--- src/perf_event_cfg.svh ---
// Purpose: constants for the event-select counter block
// Assumes: core clock 200 MHz, single clock domain
// Notes: event codes and unit masks as encoded in the select fields
`ifndef PERF_EVENT_CFG_SVH
`define PERF_EVENT_CFG_SVH

`define EVT_UNHALTED        8'h3C
`define EVT_CACHE_ACCESS    8'h40
`define EVT_BUS_OUTSTANDING 8'h60
`define UMASK_CORE          8'h00
`define UMASK_BUS           8'h01
`define UMASK_SOLE          8'h02
`define UMASK_READ          8'h21
`define UMASK_WRITE         8'h22
`define CNT_RESET           48'h0000_0000_0000
`define OUTST_RESET         4'h0
`define OUTST_ONE           4'h1
`define FLAG_RESET          1'b0

`endif

--- src/perf_event_pkg.sv ---
// Purpose: types shared by the event-select counter block
// Assumes: nothing beyond the cfg header
// Notes: none
package perf_event_pkg;
	typedef enum logic [1:0]
	{
		RUN_ST  = 2'b00,
		HALT_ST = 2'b01
	} core_state_type;
endpackage
--- src/event_src_if.sv ---
// Purpose: qualified event sources passed from the tracker to the counter logic
// Assumes: single core clock domain
// Notes: none
`timescale 1ns/1ps
interface event_src_if #(parameter int OUTST_W = 4);
	logic               unhalted;
	logic               other_halted;
	logic [OUTST_W-1:0] outstanding;
	modport tracker (output unhalted, output other_halted, output outstanding);
	modport counter (input unhalted, input other_halted, input outstanding);
endinterface

--- src/outstanding_tracker.sv ---
// Purpose: halt state of this core and count of pending full-line bus reads
// Assumes: issue and completion are one-cycle pulses on the core clock
// Notes: count saturates at both ends rather than wrapping
`timescale 1ns/1ps
`include "perf_event_cfg.svh"
module outstanding_tracker #(parameter int OUTST_W = 4)
(
	input  wire logic  clk_i,
	input  wire logic  rst_n_i,
	input  wire logic  halt_exec_i,
	input  wire logic  wake_i,
	input  wire logic  other_halted_i,
	input  wire logic  line_read_issue_i,
	input  wire logic  line_read_done_i,
	event_src_if.tracker src
);
	perf_event_pkg::core_state_type state_q;
	logic [OUTST_W-1:0]             outst_q;

	// ******************************
	// halt state
	// ******************************
	always_ff @(posedge clk_i or negedge rst_n_i)
	begin
		if (!rst_n_i)
			state_q <= perf_event_pkg::RUN_ST;
		else
		begin
			unique case (state_q)
				perf_event_pkg::RUN_ST:
					if (halt_exec_i)
						state_q <= perf_event_pkg::HALT_ST;
				perf_event_pkg::HALT_ST:
					if (wake_i)
						state_q <= perf_event_pkg::RUN_ST;
			endcase
		end
	end

	// ******************************
	// outstanding reads
	// ******************************
	// pending from the issue cycle until the full line is in
	always_ff @(posedge clk_i or negedge rst_n_i)
	begin
		if (!rst_n_i)
			outst_q <= `OUTST_RESET;
		else if (line_read_issue_i && !line_read_done_i && outst_q != {OUTST_W{1'b1}})
			outst_q <= outst_q + OUTST_W'(`OUTST_ONE);
		else if (!line_read_issue_i && line_read_done_i && outst_q != '0)
			outst_q <= outst_q - OUTST_W'(`OUTST_ONE);
	end

	// issue pulse counts in its own cycle, done pulse no longer counts;
	// a lone issue at the full count is dropped so the sum cannot wrap to zero
	assign src.outstanding  = outst_q
		+ OUTST_W'(line_read_issue_i && (outst_q != {OUTST_W{1'b1}} || line_read_done_i))
		- OUTST_W'(line_read_done_i && outst_q != '0);
	// halt counts from the cycle the halt instruction executes
	assign src.unhalted     = (state_q == perf_event_pkg::RUN_ST) && !halt_exec_i;
	assign src.other_halted = other_halted_i;
endmodule

--- src/perf_event_counter_select.sv ---
// Purpose: programmable and fixed event counters for one core
// Assumes: all inputs synchronous to CORE_CLK_I; bus tick is a one-cycle pulse
// Notes: counters wrap; no overflow signalling
// Overview of operation
// - code 3CH mask 00H counts core cycles while core is not halted.
// - core is halted from halt instruction execution; unhalted events stop meanwhile.
// - code 3CH mask 01H counts bus cycles while core is not halted.
// - code 3CH mask 02H counts bus cycles with this core running, other halted.
// - code 40H mask 21H counts cacheable data reads.
// - code 40H mask 22H counts cacheable data writes.
// - code 60H adds the number of outstanding full-line reads each cycle.
// - a line read is outstanding from bus issue until the full line arrives.
// - outstanding reads count is thread independent, regardless of all-threads qualifier.
// - a fixed counter also counts unhalted core cycles; programmable stays selectable.
// - unhalted bus cycles times max frequency ratio equals reference cycle count.
`timescale 1ns/1ps
`include "perf_event_cfg.svh"
module perf_event_counter_select #(
	parameter int CNT_W   = 48,
	parameter int OUTST_W = 4,
	parameter int RATIO_W = 8
)
(
	input  wire logic               CORE_CLK_I,
	input  wire logic               RST_N_I,
	input  wire logic [7:0]         EVT0_CODE_I,
	input  wire logic [7:0]         EVT0_MASK_I,
	input  wire logic               EVT0_EN_I,
	input  wire logic               EVT0_ALL_THREADS_I,
	input  wire logic [7:0]         EVT1_CODE_I,
	input  wire logic [7:0]         EVT1_MASK_I,
	input  wire logic               EVT1_EN_I,
	input  wire logic               EVT1_ALL_THREADS_I,
	input  wire logic               FIXED_EN_I,
	input  wire logic [RATIO_W-1:0] MAX_RATIO_I,
	input  wire logic               HALT_EXEC_I,
	input  wire logic               WAKE_I,
	input  wire logic               OTHER_HALTED_I,
	input  wire logic               BUS_TICK_I,
	input  wire logic               CACHE_RD_I,
	input  wire logic               CACHE_WR_I,
	input  wire logic               LINE_READ_ISSUE_I,
	input  wire logic               LINE_READ_DONE_I,
	output logic [CNT_W-1:0]        PMC0_O,
	output logic [CNT_W-1:0]        PMC1_O,
	output logic [CNT_W-1:0]        UNHALTED_CORE_CYCLES_FIXED_O,
	output logic [CNT_W-1:0]        UNHALTED_REFERENCE_CYCLES_O,
	output logic                    CORE_UNHALTED_O
);
	event_src_if #(.OUTST_W(OUTST_W)) src ();

	logic [CNT_W-1:0] pmc0_q;
	logic [CNT_W-1:0] pmc1_q;
	logic [CNT_W-1:0] fixed_q;
	logic [CNT_W-1:0] ref_q;
	logic             unhalted_q;
	logic [CNT_W-1:0] inc0;
	logic [CNT_W-1:0] inc1;

	outstanding_tracker #(.OUTST_W(OUTST_W)) u_tracker
	(
		.clk_i             (CORE_CLK_I),
		.rst_n_i           (RST_N_I),
		.halt_exec_i       (HALT_EXEC_I),
		.wake_i            (WAKE_I),
		.other_halted_i    (OTHER_HALTED_I),
		.line_read_issue_i (LINE_READ_ISSUE_I),
		.line_read_done_i  (LINE_READ_DONE_I),
		.src               (src)
	);

	// ******************************
	// event selection
	// ******************************
	// the all-threads bit is accepted but ignored: one count per core either way
	function automatic logic [CNT_W-1:0] event_inc
	(
		input logic [7:0]         code,
		input logic [7:0]         mask,
		input logic               en,
		input logic               all_thr,
		input logic               unh,
		input logic               oth,
		input logic               tick,
		input logic               rd,
		input logic               wr,
		input logic [OUTST_W-1:0] outst
	);
		logic [CNT_W-1:0] r;
		r = '0;
		if (en)
		begin
			if (code == `EVT_UNHALTED && mask == `UMASK_CORE)
				r = CNT_W'(unh);
			else if (code == `EVT_UNHALTED && mask == `UMASK_BUS)
				r = CNT_W'(unh && tick);
			else if (code == `EVT_UNHALTED && mask == `UMASK_SOLE)
				r = CNT_W'(unh && oth && tick);
			else if (code == `EVT_CACHE_ACCESS && mask == `UMASK_READ)
				r = CNT_W'(rd);
			else if (code == `EVT_CACHE_ACCESS && mask == `UMASK_WRITE)
				r = CNT_W'(wr);
			else if (code == `EVT_BUS_OUTSTANDING)
				r = CNT_W'(outst) | CNT_W'(all_thr & 1'b0);
		end
		return r;
	endfunction

	assign inc0 = event_inc(EVT0_CODE_I, EVT0_MASK_I, EVT0_EN_I, EVT0_ALL_THREADS_I,
		src.unhalted, src.other_halted, BUS_TICK_I, CACHE_RD_I, CACHE_WR_I,
		src.outstanding);
	assign inc1 = event_inc(EVT1_CODE_I, EVT1_MASK_I, EVT1_EN_I, EVT1_ALL_THREADS_I,
		src.unhalted, src.other_halted, BUS_TICK_I, CACHE_RD_I, CACHE_WR_I,
		src.outstanding);

	// ******************************
	// programmable counters
	// ******************************
	always_ff @(posedge CORE_CLK_I or negedge RST_N_I)
	begin
		if (!RST_N_I)
			pmc0_q <= `CNT_RESET;
		else
			pmc0_q <= pmc0_q + inc0;
	end

	always_ff @(posedge CORE_CLK_I or negedge RST_N_I)
	begin
		if (!RST_N_I)
			pmc1_q <= `CNT_RESET;
		else
			pmc1_q <= pmc1_q + inc1;
	end

	// ******************************
	// fixed counters
	// ******************************
	always_ff @(posedge CORE_CLK_I or negedge RST_N_I)
	begin
		if (!RST_N_I)
			fixed_q <= `CNT_RESET;
		else if (FIXED_EN_I && src.unhalted)
			fixed_q <= fixed_q + CNT_W'(1'b1);
	end

	// reference steps by the max ratio per unhalted bus tick, so the ratio is exact
	always_ff @(posedge CORE_CLK_I or negedge RST_N_I)
	begin
		if (!RST_N_I)
			ref_q <= `CNT_RESET;
		else if (src.unhalted && BUS_TICK_I)
			ref_q <= ref_q + CNT_W'(MAX_RATIO_I);
	end

	always_ff @(posedge CORE_CLK_I or negedge RST_N_I)
	begin
		if (!RST_N_I)
			unhalted_q <= `FLAG_RESET;
		else
			unhalted_q <= src.unhalted;
	end

	assign PMC0_O                       = pmc0_q;
	assign PMC1_O                       = pmc1_q;
	assign UNHALTED_CORE_CYCLES_FIXED_O = fixed_q;
	assign UNHALTED_REFERENCE_CYCLES_O  = ref_q;
	assign CORE_UNHALTED_O              = unhalted_q;
endmodule

--- config.mk ---
export PLATFORM = sky130hd
export DESIGN_NAME = perf_event_counter_select
export DESIGN_NICKNAME = d
export VERILOG_FILES = /design/src/perf_event_pkg.sv /design/src/event_src_if.sv /design/src/outstanding_tracker.sv /design/src/perf_event_counter_select.sv
export VERILOG_INCLUDE_DIRS = /design/src
export SDC_FILE = /design/constraint.sdc
export NUM_CORES = 1
export LEC_CHECK = 0
export BUFFER_PORTS_ARGS = -buffer_cell sky130_fd_sc_hd__clkbuf_2
export CAP_MARGIN = 40
export CORE_UTILIZATION = 30
export DETAILED_ROUTE_END_ITERATION = 10
export GPL_ROUTABILITY_DRIVEN = 1
export SLEW_MARGIN = 20
export SYNTH_ARGS = -nofsm -noshare
export SYNTH_HDL_FRONTEND = slang
export SYNTH_SLANG_ARGS = --single-unit
--- constraint.sdc ---
create_clock -name CORE_CLK_I -period 5.4 [get_ports CORE_CLK_I]
set_input_delay 1.08 -clock CORE_CLK_I [delete_from_list [all_inputs] [get_ports CORE_CLK_I]]
set_output_delay 1.08 -clock CORE_CLK_I [all_outputs]
set_load 0.03 [all_outputs]
Yosys cells after proc, flatten, opt, wreduce, memory -nomap -nowiden
Cells that the tools add are included.

Word-level logic and storage cells: 83. Memories: 0. Bits in read-only memories: 0. Output and inout port bits: 193. Memory bits (writable): 0. Latch bits: 0. Flip-flop bits (word level): 199. Input bits: 55.

Reductions and logical operators: 31. $lt $le $gt $ge: 0. Multiply operators: 0. Div/mod/pow operators: 0. Shifts and indexed selects: 0. Multiplexer cells: 19. Bitwise logic cells: 0. Add/sub/neg operators: 8. Equal/unequal tests: 18.

Operators with widths (number): 48-bit 2-to-1 mux (3); 48-bit adder (2); 4-bit 2-to-1 mux (13); 48-bit by 1-bit adder with 48-bit output, second input constant (1); 48-bit by 8-bit adder with 48-bit output (1); 8-bit by 6-bit equality test with 1-bit output, second input constant (6); 8-bit by 7-bit equality test with 1-bit output, second input constant (4); 1-bit logical AND (21); 8-bit by 1-bit equality test with 1-bit output, second input constant (2); 8-bit by 2-bit equality test with 1-bit output, second input constant (2); 8-bit zero test (2); 4-bit by 1-bit adder with 4-bit output (1); 4-bit by 1-bit adder with 4-bit output, second input constant (1); 2-bit 2-to-1 mux (2); 2-bit != test, second input constant (2); 4-bit != test, second input constant (1); 2-bit case mux with 2 select lines (1); 4-bit nonzero test (1); 4-bit by 1-bit subtractor with 4-bit output (1); 4-bit by 1-bit subtractor with 4-bit output, second input constant (1); 1-bit zero test (3); 2-bit by 1-bit equality test with 1-bit output, second input constant (1); 2-bit zero test (1); 2-bit AND reduction (1); 2 further kinds (2).

Longest topological paths before layout
Gate-level depths: netlist (run 1).

Depth after elaboration: 13. Gate-level depth with buffers: 21. Gate-level depth less buffers: 21.

Modules after synthesis
A second synthesis (run 1) with hierarchy kept.

Cells, all modules: 966. Area total of the unflattened synthesis: 10193.5 sq um.

By module, submodules not included: perf_event_counter_select (area each 9734.3 sq um, cells each 922, instances 1, sequential area each 4829.6 sq um); outstanding_tracker (area each 459.2 sq um, cells each 44, instances 1, sequential area each 125.1 sq um).

Least setup slack after synthesis (run 1)
No wires, ideal clock.

Kind: input to register. From: input LINE_READ_DONE_I. To: register pmc0_q[32] (netlist: PMC0_O[32]). Stages: 18. Data required time: 5.267 ns. Setup slack: 1.246 ns. Arrival time: 4.020 ns. Library setup time: 0.133 ns. Buffers on the path: 0. Cell sequence: nand2_1 inv_1 ha_1 inv_1 ha_1 nand2_1 o21ai_0 o311ai_0 a21oi_1 ha_1 inv_1 fa_1 nor2b_1 o21a_1 o2111ai_2 nor3_2 or3b_1 xnor2_1.

Word-level cells in the longest chain between the ends: 12. Elaborated cells on any way between the ends: 13. Classes of those cells: add/sub: 3; mux: 7; reduce/logical: 3.

RTL lines: from (decl) (line perf_event_counter_select.sv:43) `input wire logic LINE_READ_DONE_I,`; 1-bit logical OR (line outstanding_tracker.sv:57) `+ OUTST_W'(line_read_issue_i && (outst_q != {OUTST_W{1'b1}} || line_read_done_i))`; 1-bit logical AND (line outstanding_tracker.sv:57); 4-bit by 1-bit adder with 4-bit output (line outstanding_tracker.sv:57); 4-bit by 1-bit subtractor with 4-bit output * (line outstanding_tracker.sv:58) `- OUTST_W'(line_read_done_i && outst_q != '0);`; 4-bit 2-to-1 mux * (line perf_event_counter_select.sv:103) `` else if (code == `EVT_BUS_OUTSTANDING) ``; 4-bit 2-to-1 mux * (line perf_event_counter_select.sv:101) `` else if (code == `EVT_CACHE_ACCESS && mask == `UMASK_WRITE) ``; 4-bit 2-to-1 mux * (line perf_event_counter_select.sv:99) `` else if (code == `EVT_CACHE_ACCESS && mask == `UMASK_READ) ``; 4-bit 2-to-1 mux * (line perf_event_counter_select.sv:97) `` else if (code == `EVT_UNHALTED && mask == `UMASK_SOLE) ``; 48-bit 2-to-1 mux * (line perf_event_counter_select.sv:95) `` else if (code == `EVT_UNHALTED && mask == `UMASK_BUS) ``; 48-bit 2-to-1 mux * (line perf_event_counter_select.sv:93) `` if (code == `EVT_UNHALTED && mask == `UMASK_CORE) ``; 48-bit 2-to-1 mux * (line perf_event_counter_select.sv:91) `if (en)`; 48-bit adder * (line perf_event_counter_select.sv:124) `pmc0_q <= pmc0_q + inc0;`; to (signal assigned) (line perf_event_counter_select.sv:122) `` pmc0_q <= `CNT_RESET; ``; to (signal assigned) (line perf_event_counter_select.sv:124); to (decl) (line perf_event_counter_select.sv:52) `logic [CNT_W-1:0] pmc0_q;`.

Mark *: on every way between the ends. The rest lies on a longest branch, timed or not. A chain may end at the register's enable or synchronous reset.

Final worst setup path (run 1)
From: register u_tracker.outst_q[2]. To: register pmc0_q[42] (netlist: PMC0_O[42]).

Word-level cells in the longest chain between the ends: 13. Elaborated cells on any way between the ends: 15. Classes of those cells: add/sub: 3; eq/ne: 1; mux: 7; reduce/logical: 4.

RTL lines: from (decl) (line outstanding_tracker.sv:18) `logic [OUTST_W-1:0] outst_q;`; from (signal assigned) (line outstanding_tracker.sv:47) `` outst_q <= `OUTST_RESET; ``; from (signal assigned) (line outstanding_tracker.sv:49) `` outst_q <= outst_q + OUTST_W'(`OUTST_ONE); ``; from (signal assigned) (line outstanding_tracker.sv:51) `` outst_q <= outst_q - OUTST_W'(`OUTST_ONE); ``; 4-bit != test (line outstanding_tracker.sv:57); 1-bit logical OR (line outstanding_tracker.sv:57); 1-bit logical AND (line outstanding_tracker.sv:57); 4-bit by 1-bit adder with 4-bit output (line outstanding_tracker.sv:57); 4-bit by 1-bit subtractor with 4-bit output * (line outstanding_tracker.sv:58); 4-bit 2-to-1 mux * (line perf_event_counter_select.sv:103); 4-bit 2-to-1 mux * (line perf_event_counter_select.sv:101); 4-bit 2-to-1 mux * (line perf_event_counter_select.sv:99); 4-bit 2-to-1 mux * (line perf_event_counter_select.sv:97); 48-bit 2-to-1 mux * (line perf_event_counter_select.sv:95); 48-bit 2-to-1 mux * (line perf_event_counter_select.sv:93); 48-bit 2-to-1 mux * (line perf_event_counter_select.sv:91); 48-bit adder * (line perf_event_counter_select.sv:124).

Marked as above.

==> results of run 1 <==
==> cells in the mapped netlist (5+ instances only) <==
| cell | n | share of area (%) |
|---|---|---|
| nor2_1 | 72 | 2.8 |
| a21o_1 | 9 | 0.69 |
| and2_1 | 10 | 0.64 |
| nand2b_1 | 9 | 0.58 |
| clkbuf_1 | 7 | 0.27 |
| nor3_1 | 22 | 1.1 |
| xor2_1 | 64 | 5.8 |
| dfrtp_1 | 198 | 51 |
| and3_1 | 26 | 1.7 |
| nand3_1 | 68 | 3.5 |
| nor2b_1 | 7 | 0.45 |
| ha_1 | 25 | 3.2 |
| and4_1 | 14 | 1.3 |
| nand4_1 | 39 | 2.5 |
| a21oi_1 | 13 | 0.67 |
| nand2_1 | 97 | 3.7 |
| fa_1 | 5 | 1.0 |
| xnor2_1 | 125 | 11 |
| o21ai_0 | 19 | 0.98 |
| inv_1 | 36 | 1.4 |
==> routing by layer <==
metal / vias to the layer above / GRT usage, %
met2: 170 / 24.6
met1: 3709 / 19.2
met5: - / 0
met4: 0 / 5.82
li1: 3712 / -
met3: 29 / 3.99
==> critical path: stages, from the launching register on <==
cell and delay (ns):
dfrtp_1 0.41, inv_1 0.10, ha_1 0.16, nand3_1 0.08
nand2_1 0.09, inv_1 0.05, ha_1 0.26, inv_1 0.04
ha_1 0.32, nand2_1 0.06, o21ai_0 0.08, o311ai_0 0.15
a21oi_1 0.21, ha_1 0.22, inv_1 0.06, fa_1 0.41
nor2b_1 0.14, o21a_1 0.25, o2111ai_2 0.28, nor4_1 0.51
nand2_1 0.14, xnor2_1 0.14
==> worst min path at each step <==
stage | start | end | slack [ns] | cells after the start
2_1_floorplan | u_tracker.outst_q[3] | u_tracker.outst_q[3] | 0.47 | 1
3_3_place_gp | PMC1_O[47] | PMC1_O[47] | 0.46 | 1
3_5_place_dp | PMC1_O[47] | PMC1_O[47] | 0.46 | 1
4_1_cts | PMC1_O[47] | PMC1_O[47] | 0.47 | 1
5_1_grt | PMC1_O[47] | PMC1_O[47] | 0.49 | 1
6_report | PMC1_O[47] | PMC1_O[47] | 0.47 | 1
==> layout make-up <==
| cell class | instances | area, sq um |
|---|---|---|
| fillers | 3194 | 19600 |
| flip-flops and latches | 198 | 4950 |
| multi-input cells | 687 | 4600 |
| repair buffers | 251 | 1310 |
| well taps | 402 | 503 |
| clock buffers | 19 | 443 |
| clock inverters | 13 | 170 |
| inverters | 37 | 139 |
==> power by group through the flow <==
| stage | clock, mW | combinational (mW) | sequential, mW |
|---|---|---|---|
| after floorplan | 0 | 0.440 | 1.81 |
| after global placement | 0 | 0.836 | 1.68 |
| after detailed placement | 0 | 0.854 | 1.69 |
| after CTS | 1.40 | 0.860 | 1.66 |
| after global routing | 1.46 | 0.949 | 1.67 |
| final | 1.36 | 0.843 | 1.66 |
==> metrics by stage <==
step | instance area, sq um | utilization (%) | worst slack (ns)
4_1_cts | 12100 | 38.2 | 1.05
2_1_floorplan | 9740 | - | 1.25
3_3_place_gp | 11500 | 36.2 | 0.694
3_5_place_dp | 11500 | 36.3 | 0.647
6_report | 12100 | 38.2 | 1.11
5_1_grt | 12100 | 38.2 | 0.661
==> state kept, by name, indices dropped and copies added (netlist names) <==
signal                        flops
u_tracker.outst_q                 4
UNHALTED_REFERENCE_CYCLES_O      48
u_tracker.state_q                 1
UNHALTED_CORE_CYCLES_FIXED_O     48
PMC1_O                           48
PMC0_O                           48
CORE_UNHALTED_O                   1
==> logic make-up (layout without fill, tap and decap cells) <==
logic type	Yosys count	in the layout	synth area share, %
compound gates	64	64	4.25
xor+xnor	189	189	17.0
fa+ha+maj	30	30	4.24
buf+inv	46	320	1.89
flops	198	198	50.9
mux	2	2	0.231
simple gates	402	402	21.5
==> flow_metrics.tcl, run 1 <==
set metrics [dict create \
    status "completed" \
    synth_area_sq_um 9740 \
    routedWlPerCell_um 15.1 \
    dieArea_sq_um 33200 \
    top_layer "met4" \
    grt_pass1_wl_mm 40.0 \
    cts_buffers 17 \
    vias_per_cell 4.74 \
    synth-seq-cells 198 \
    p_sw_share_pct 31.9 \
    die_w_um 182 \
    end_kind "register" \
    internal_power_mw 2.63 \
    vias 7620 \
    reg2reg_to "PMC0_O[42]" \
    wl_met3_mm 1.21 \
    grt_pass1_vias 7670 \
    yosysUniqueCellTypes 60 \
    comb_power_share_pct 21.8 \
    drive_gt1_share_pct 25.4 \
    required_ns 5.74 \
    clkPwrFrac_pct 35.2 \
    gr-total-overflow 0 \
    nets 1277 \
    synth_warnings 0 \
    max_slew.worst_pin.slew_ns 0.767 \
    yosysSeqAreaShare_pct 50.9 \
    first_pass_iters 4 \
    floorplan.initialDensity_pct 30.7 \
    port_buffers 245 \
    r2r_slack_ns 1.11 \
    maxSlewHeadroom_pct 48.8 \
    ir_worst_vdd_mv 0.221 \
    totalWireLength_mm 24.3 \
    finalMaxSlewViolations 0 \
    hold_path_class "reg -> reg" \
    synth_ff_type "dfrtp_1" \
    p_leak_nw 6.04 \
    finClkSkew_ns 0.0181 \
    diodes 0 \
    synth_nets 1016 \
    setup_tns_ns 0 \
    cts_resized 0 \
    power_density_nw_per_um2 319 \
    p_seq_share_pct 43.0 \
    async_flop_share_pct 100 \
    cts_tree "done" \
    row_count 65 \
    rsz0062_at_grt "no" \
    whs_ns 0.466 \
    fp.dieH_um 182 \
    reg2reg_from "u_tracker.outst_q[2]" \
    core_sq_um 31700 \
    post_cts_buffers 0 \
    ant_nets 0 \
    grt_max_degree 94 \
    arrival_ns 4.63 \
    htree_levels 4 \
    syn_inst 931 \
    antenna_found_initial 0 \
    numClockSinks 198 \
    finalHoldViolCount 0 \
    power_mw 3.86 \
    drtIter0Drc 355 \
    ios 248 \
    syn_avg_cell_area_sq_um 10.5 \
    startpoint "u_tracker.outst_q[2]" \
    finalNonFillerCells 1607 \
    max_freq_ghz 0.233 \
    layout_common_cells "clkbuf_2, dfrtp_1, xnor2_1, nand2_1, nor2_1" \
    track_usage_pct 15.1 \
    syn_to_final_growth_pct 24.5 \
    finalSetupViolCount 0 \
    place.gp.congestion 0.807 \
    final_common_cell "clkbuf_2" \
    cts_hold_buf 0 \
    critical_path_class "reg -> reg" \
    dr_wl_met2_mm 11.5 \
    drc 0 \
    cap_violations 0 \
    post-route-min-period_ns 4.29 \
    ctsLongestPathBuffers 2 \
    cts.clk_slew.worst_paths_ns 0.08 \
    synth_edf_count 0 \
    placed_cells 1575 \
    cts_root_buffer "clkbuf_16" \
    path_max_fanout 6 \
    clkLatencyLatePin_ns 0.46 \
    crit_path_start_kind "register" \
    post-route-period-util_pct 79.5 \
    ff2ff_path_depth 21 \
    critPathCapture "PMC0_O[42]" \
    hpwl_mm 18.5 \
    drt-met1-wl_mm 11.0 \
    p_switching_mw 1.23 \
]
Power figures use the tool's default switching activity.
==> run 2: changes to the inputs <==
==> constraint.sdc (replaced) <==
create_clock -name CORE_CLK_I -period 4.34 [get_ports CORE_CLK_I]
set_input_delay 0.868 -clock CORE_CLK_I [delete_from_list [all_inputs] [get_ports CORE_CLK_I]]
set_output_delay 0.868 -clock CORE_CLK_I [all_outputs]
set_load 0.03 [all_outputs]
==> flow_metrics.tcl, run 2 (synthesis results as in run 1) <==
set metrics [dict create \
    worst-path-stages 18 \
    status "completed" \
    final_common_cell "clkbuf_2" \
    ios 248 \
    gr-total-overflow 0 \
    ant_nets 0 \
    crit_path_start_kind "register" \
    path_cells "inv_1, ha_1, nand3_1, nand2_1, inv_1, ha_1, inv_1, ha_1, fa_1, xnor2_1, nor2_1, ha_1, o21ai_0, o21bai_2, and4_1, or4b_4, nor2_2, xor2_1" \
    final_util_pct 38.2 \
    numClockSinks 198 \
    cts_buffers 17 \
    setup_tns_ns 0 \
    fillers 3165 \
    path_buf_inv 3 \
    place.gp.congestion 0.832 \
    first_pass_iters 4 \
    max_freq_ghz 0.256 \
    ir_worst_vdd_mv 0.272 \
    ff2ff_path_depth 18 \
    port_buffers 245 \
    power_density_nw_per_um2 380 \
    post_cts_buffers 0 \
    hold_path_class "in -> async" \
    worst_path_most_repeated_cell "ha_1" \
    finalHoldViolCount 0 \
    rsz0062_at_grt "no" \
    die_w_um 182 \
    core_sq_um 31700 \
    end_kind "register" \
    maxSlewHeadroom_pct 55.4 \
    hpwl_mm 18.3 \
    critical_path_class "reg -> reg" \
    cts.clk_slew.worst_paths_ns 0.07 \
    track_usage_pct 15.0 \
    path_max_fanout 4 \
    finClkSkew_ns 0.0142 \
    grt_pass1_vias 7475 \
    finalMaxSlewViolations 0 \
    p_leak_nw 6.05 \
    dieArea_sq_um 33200 \
    vias_per_cell 4.65 \
    critPathTopFamily "adder cells" \
    max_stage_delay_ns 0.54 \
    arrival_ns 4.27 \
    floorplan.initialDensity_pct 30.7 \
    vias 7534 \
    drive_gt1_share_pct 26.0 \
    cts_tree "done" \
    drc 0 \
    grt_max_degree 94 \
    antenna_found_initial 0 \
    critical-path-slowest-cell "or4b_4" \
    post-route-min-period_ns 3.91 \
    grt_pass1_wl_mm 39.3 \
    cap_violations 0 \
    post-route-period-util_pct 90.0 \
    row_count 65 \
    fin_ws_ns 0.433 \
    ctsLongestPathBuffers 2 \
    syn_to_final_growth_pct 24.4 \
    power_mw 4.60 \
    finalSetupViolCount 0 \
    final_area_sq_um 12100 \
    htree_levels 4 \
    drtIter0Drc 341 \
    required_ns 4.70 \
    clkLatencyLatePin_ns 0.45 \
    totalWireLength_mm 24.0 \
    placed_area_sq_um 11600 \
    cts_root_buffer "clkbuf_16" \
    fp.dieH_um 182 \
    place_ws_ns 0.111 \
    max_slew.worst_pin.slew_ns 0.669 \
    layout_common_cells "clkbuf_2, dfrtp_1, xnor2_1, nand2_1, nor2_1" \
    routedWlPerCell_um 14.8 \
    nets 1289 \
]
[run 2: cell count changes in the layout (fill, tap and decap cells not counted)]
| cell | previous run | this run |
|---|---|---|
| buf_4 | 4 | 16 |
| bufinv_16 | 3 | 0 |
| clkbuf_1 | 1 | 4 |
| clkinvlp_4 | 3 | 6 |
| inv_6 | 4 | 1 |
| buf_16 | 1 | 0 |
| clkbuf_4 | 0 | 1 |
| diode_2 | 0 | 1 |
| o21a_1 | 4 | 3 |
| o21a_2 | 0 | 1 |
[run 2: cell type report]
| type | count | area (sq um) | share of cell area (%) |
|---|---|---|---|
| timing repair buffer | 263 | 1380 | 11.4 |
| tap | 402 | 503 | 4.15 |
| clock buffer | 22 | 454 | 3.75 |
| inverter | 37 | 139 | 1.15 |
| antenna | 1 | 2.50 | 0.0207 |
| clock inverter | 10 | 76.3 | 0.630 |
| sequential | 198 | 4950 | 40.9 |
| multi-input combinational | 687 | 4600 | 38.0 |
[run 2: worst paths after layout]
check,from,to,slack (ns)
setup / recovery,u_tracker.outst_q[2],PMC0_O[43],0.43
hold / removal,RST_N_I,UNHALTED_REFERENCE_CYCLES_O[1],0.40
setup reg to reg,u_tracker.outst_q[2],PMC0_O[43],0.43
hold reg to reg,UNHALTED_CORE_CYCLES_FIXED_O[47],UNHALTED_CORE_CYCLES_FIXED_O[47],0.47
max in group asynchronous,RST_N_I,UNHALTED_REFERENCE_CYCLES_O[25],3.00
min in group CORE_CLK_I,UNHALTED_CORE_CYCLES_FIXED_O[47],UNHALTED_CORE_CYCLES_FIXED_O[47],0.47
[run 2: through the flow]
stage,hold slack (ns),cells
after floorplan,0.470,931
final,0.397,1620
after CTS,0.410,1618
after global routing,0.426,1619
after global placement,0.457,1586
after detailed placement,0.462,1586
[run 2: power by group]
group          total, mW  internal, mW  switching, mW
Clock               1.47         0.751          0.723
Sequential          2.07          1.95          0.113
Combinational       1.06         0.403          0.656
Total               4.60          3.11           1.49
[run 2: per-layer routing]
| layer | vias to the layer above | global-route usage (%) | share of wire, % |
|---|---|---|---|
| met5 | - | 0 | 0 |
| met4 | 0 | 5.04 | 1.6 |
| met3 | 22 | 3.69 | 4.5 |
| met2 | 143 | 24.3 | 48 |
| met1 | 3649 | 19.4 | 46 |
| li1 | 3720 | - | - |
[run 2: repair_timing]
| item | in CTS | in global routing |
|---|---|---|
| gates resized for setup | 0 | 1 |
| hold buffers | 0 | 0 |
| endpoints found under the setup margin | 0 | 1 |
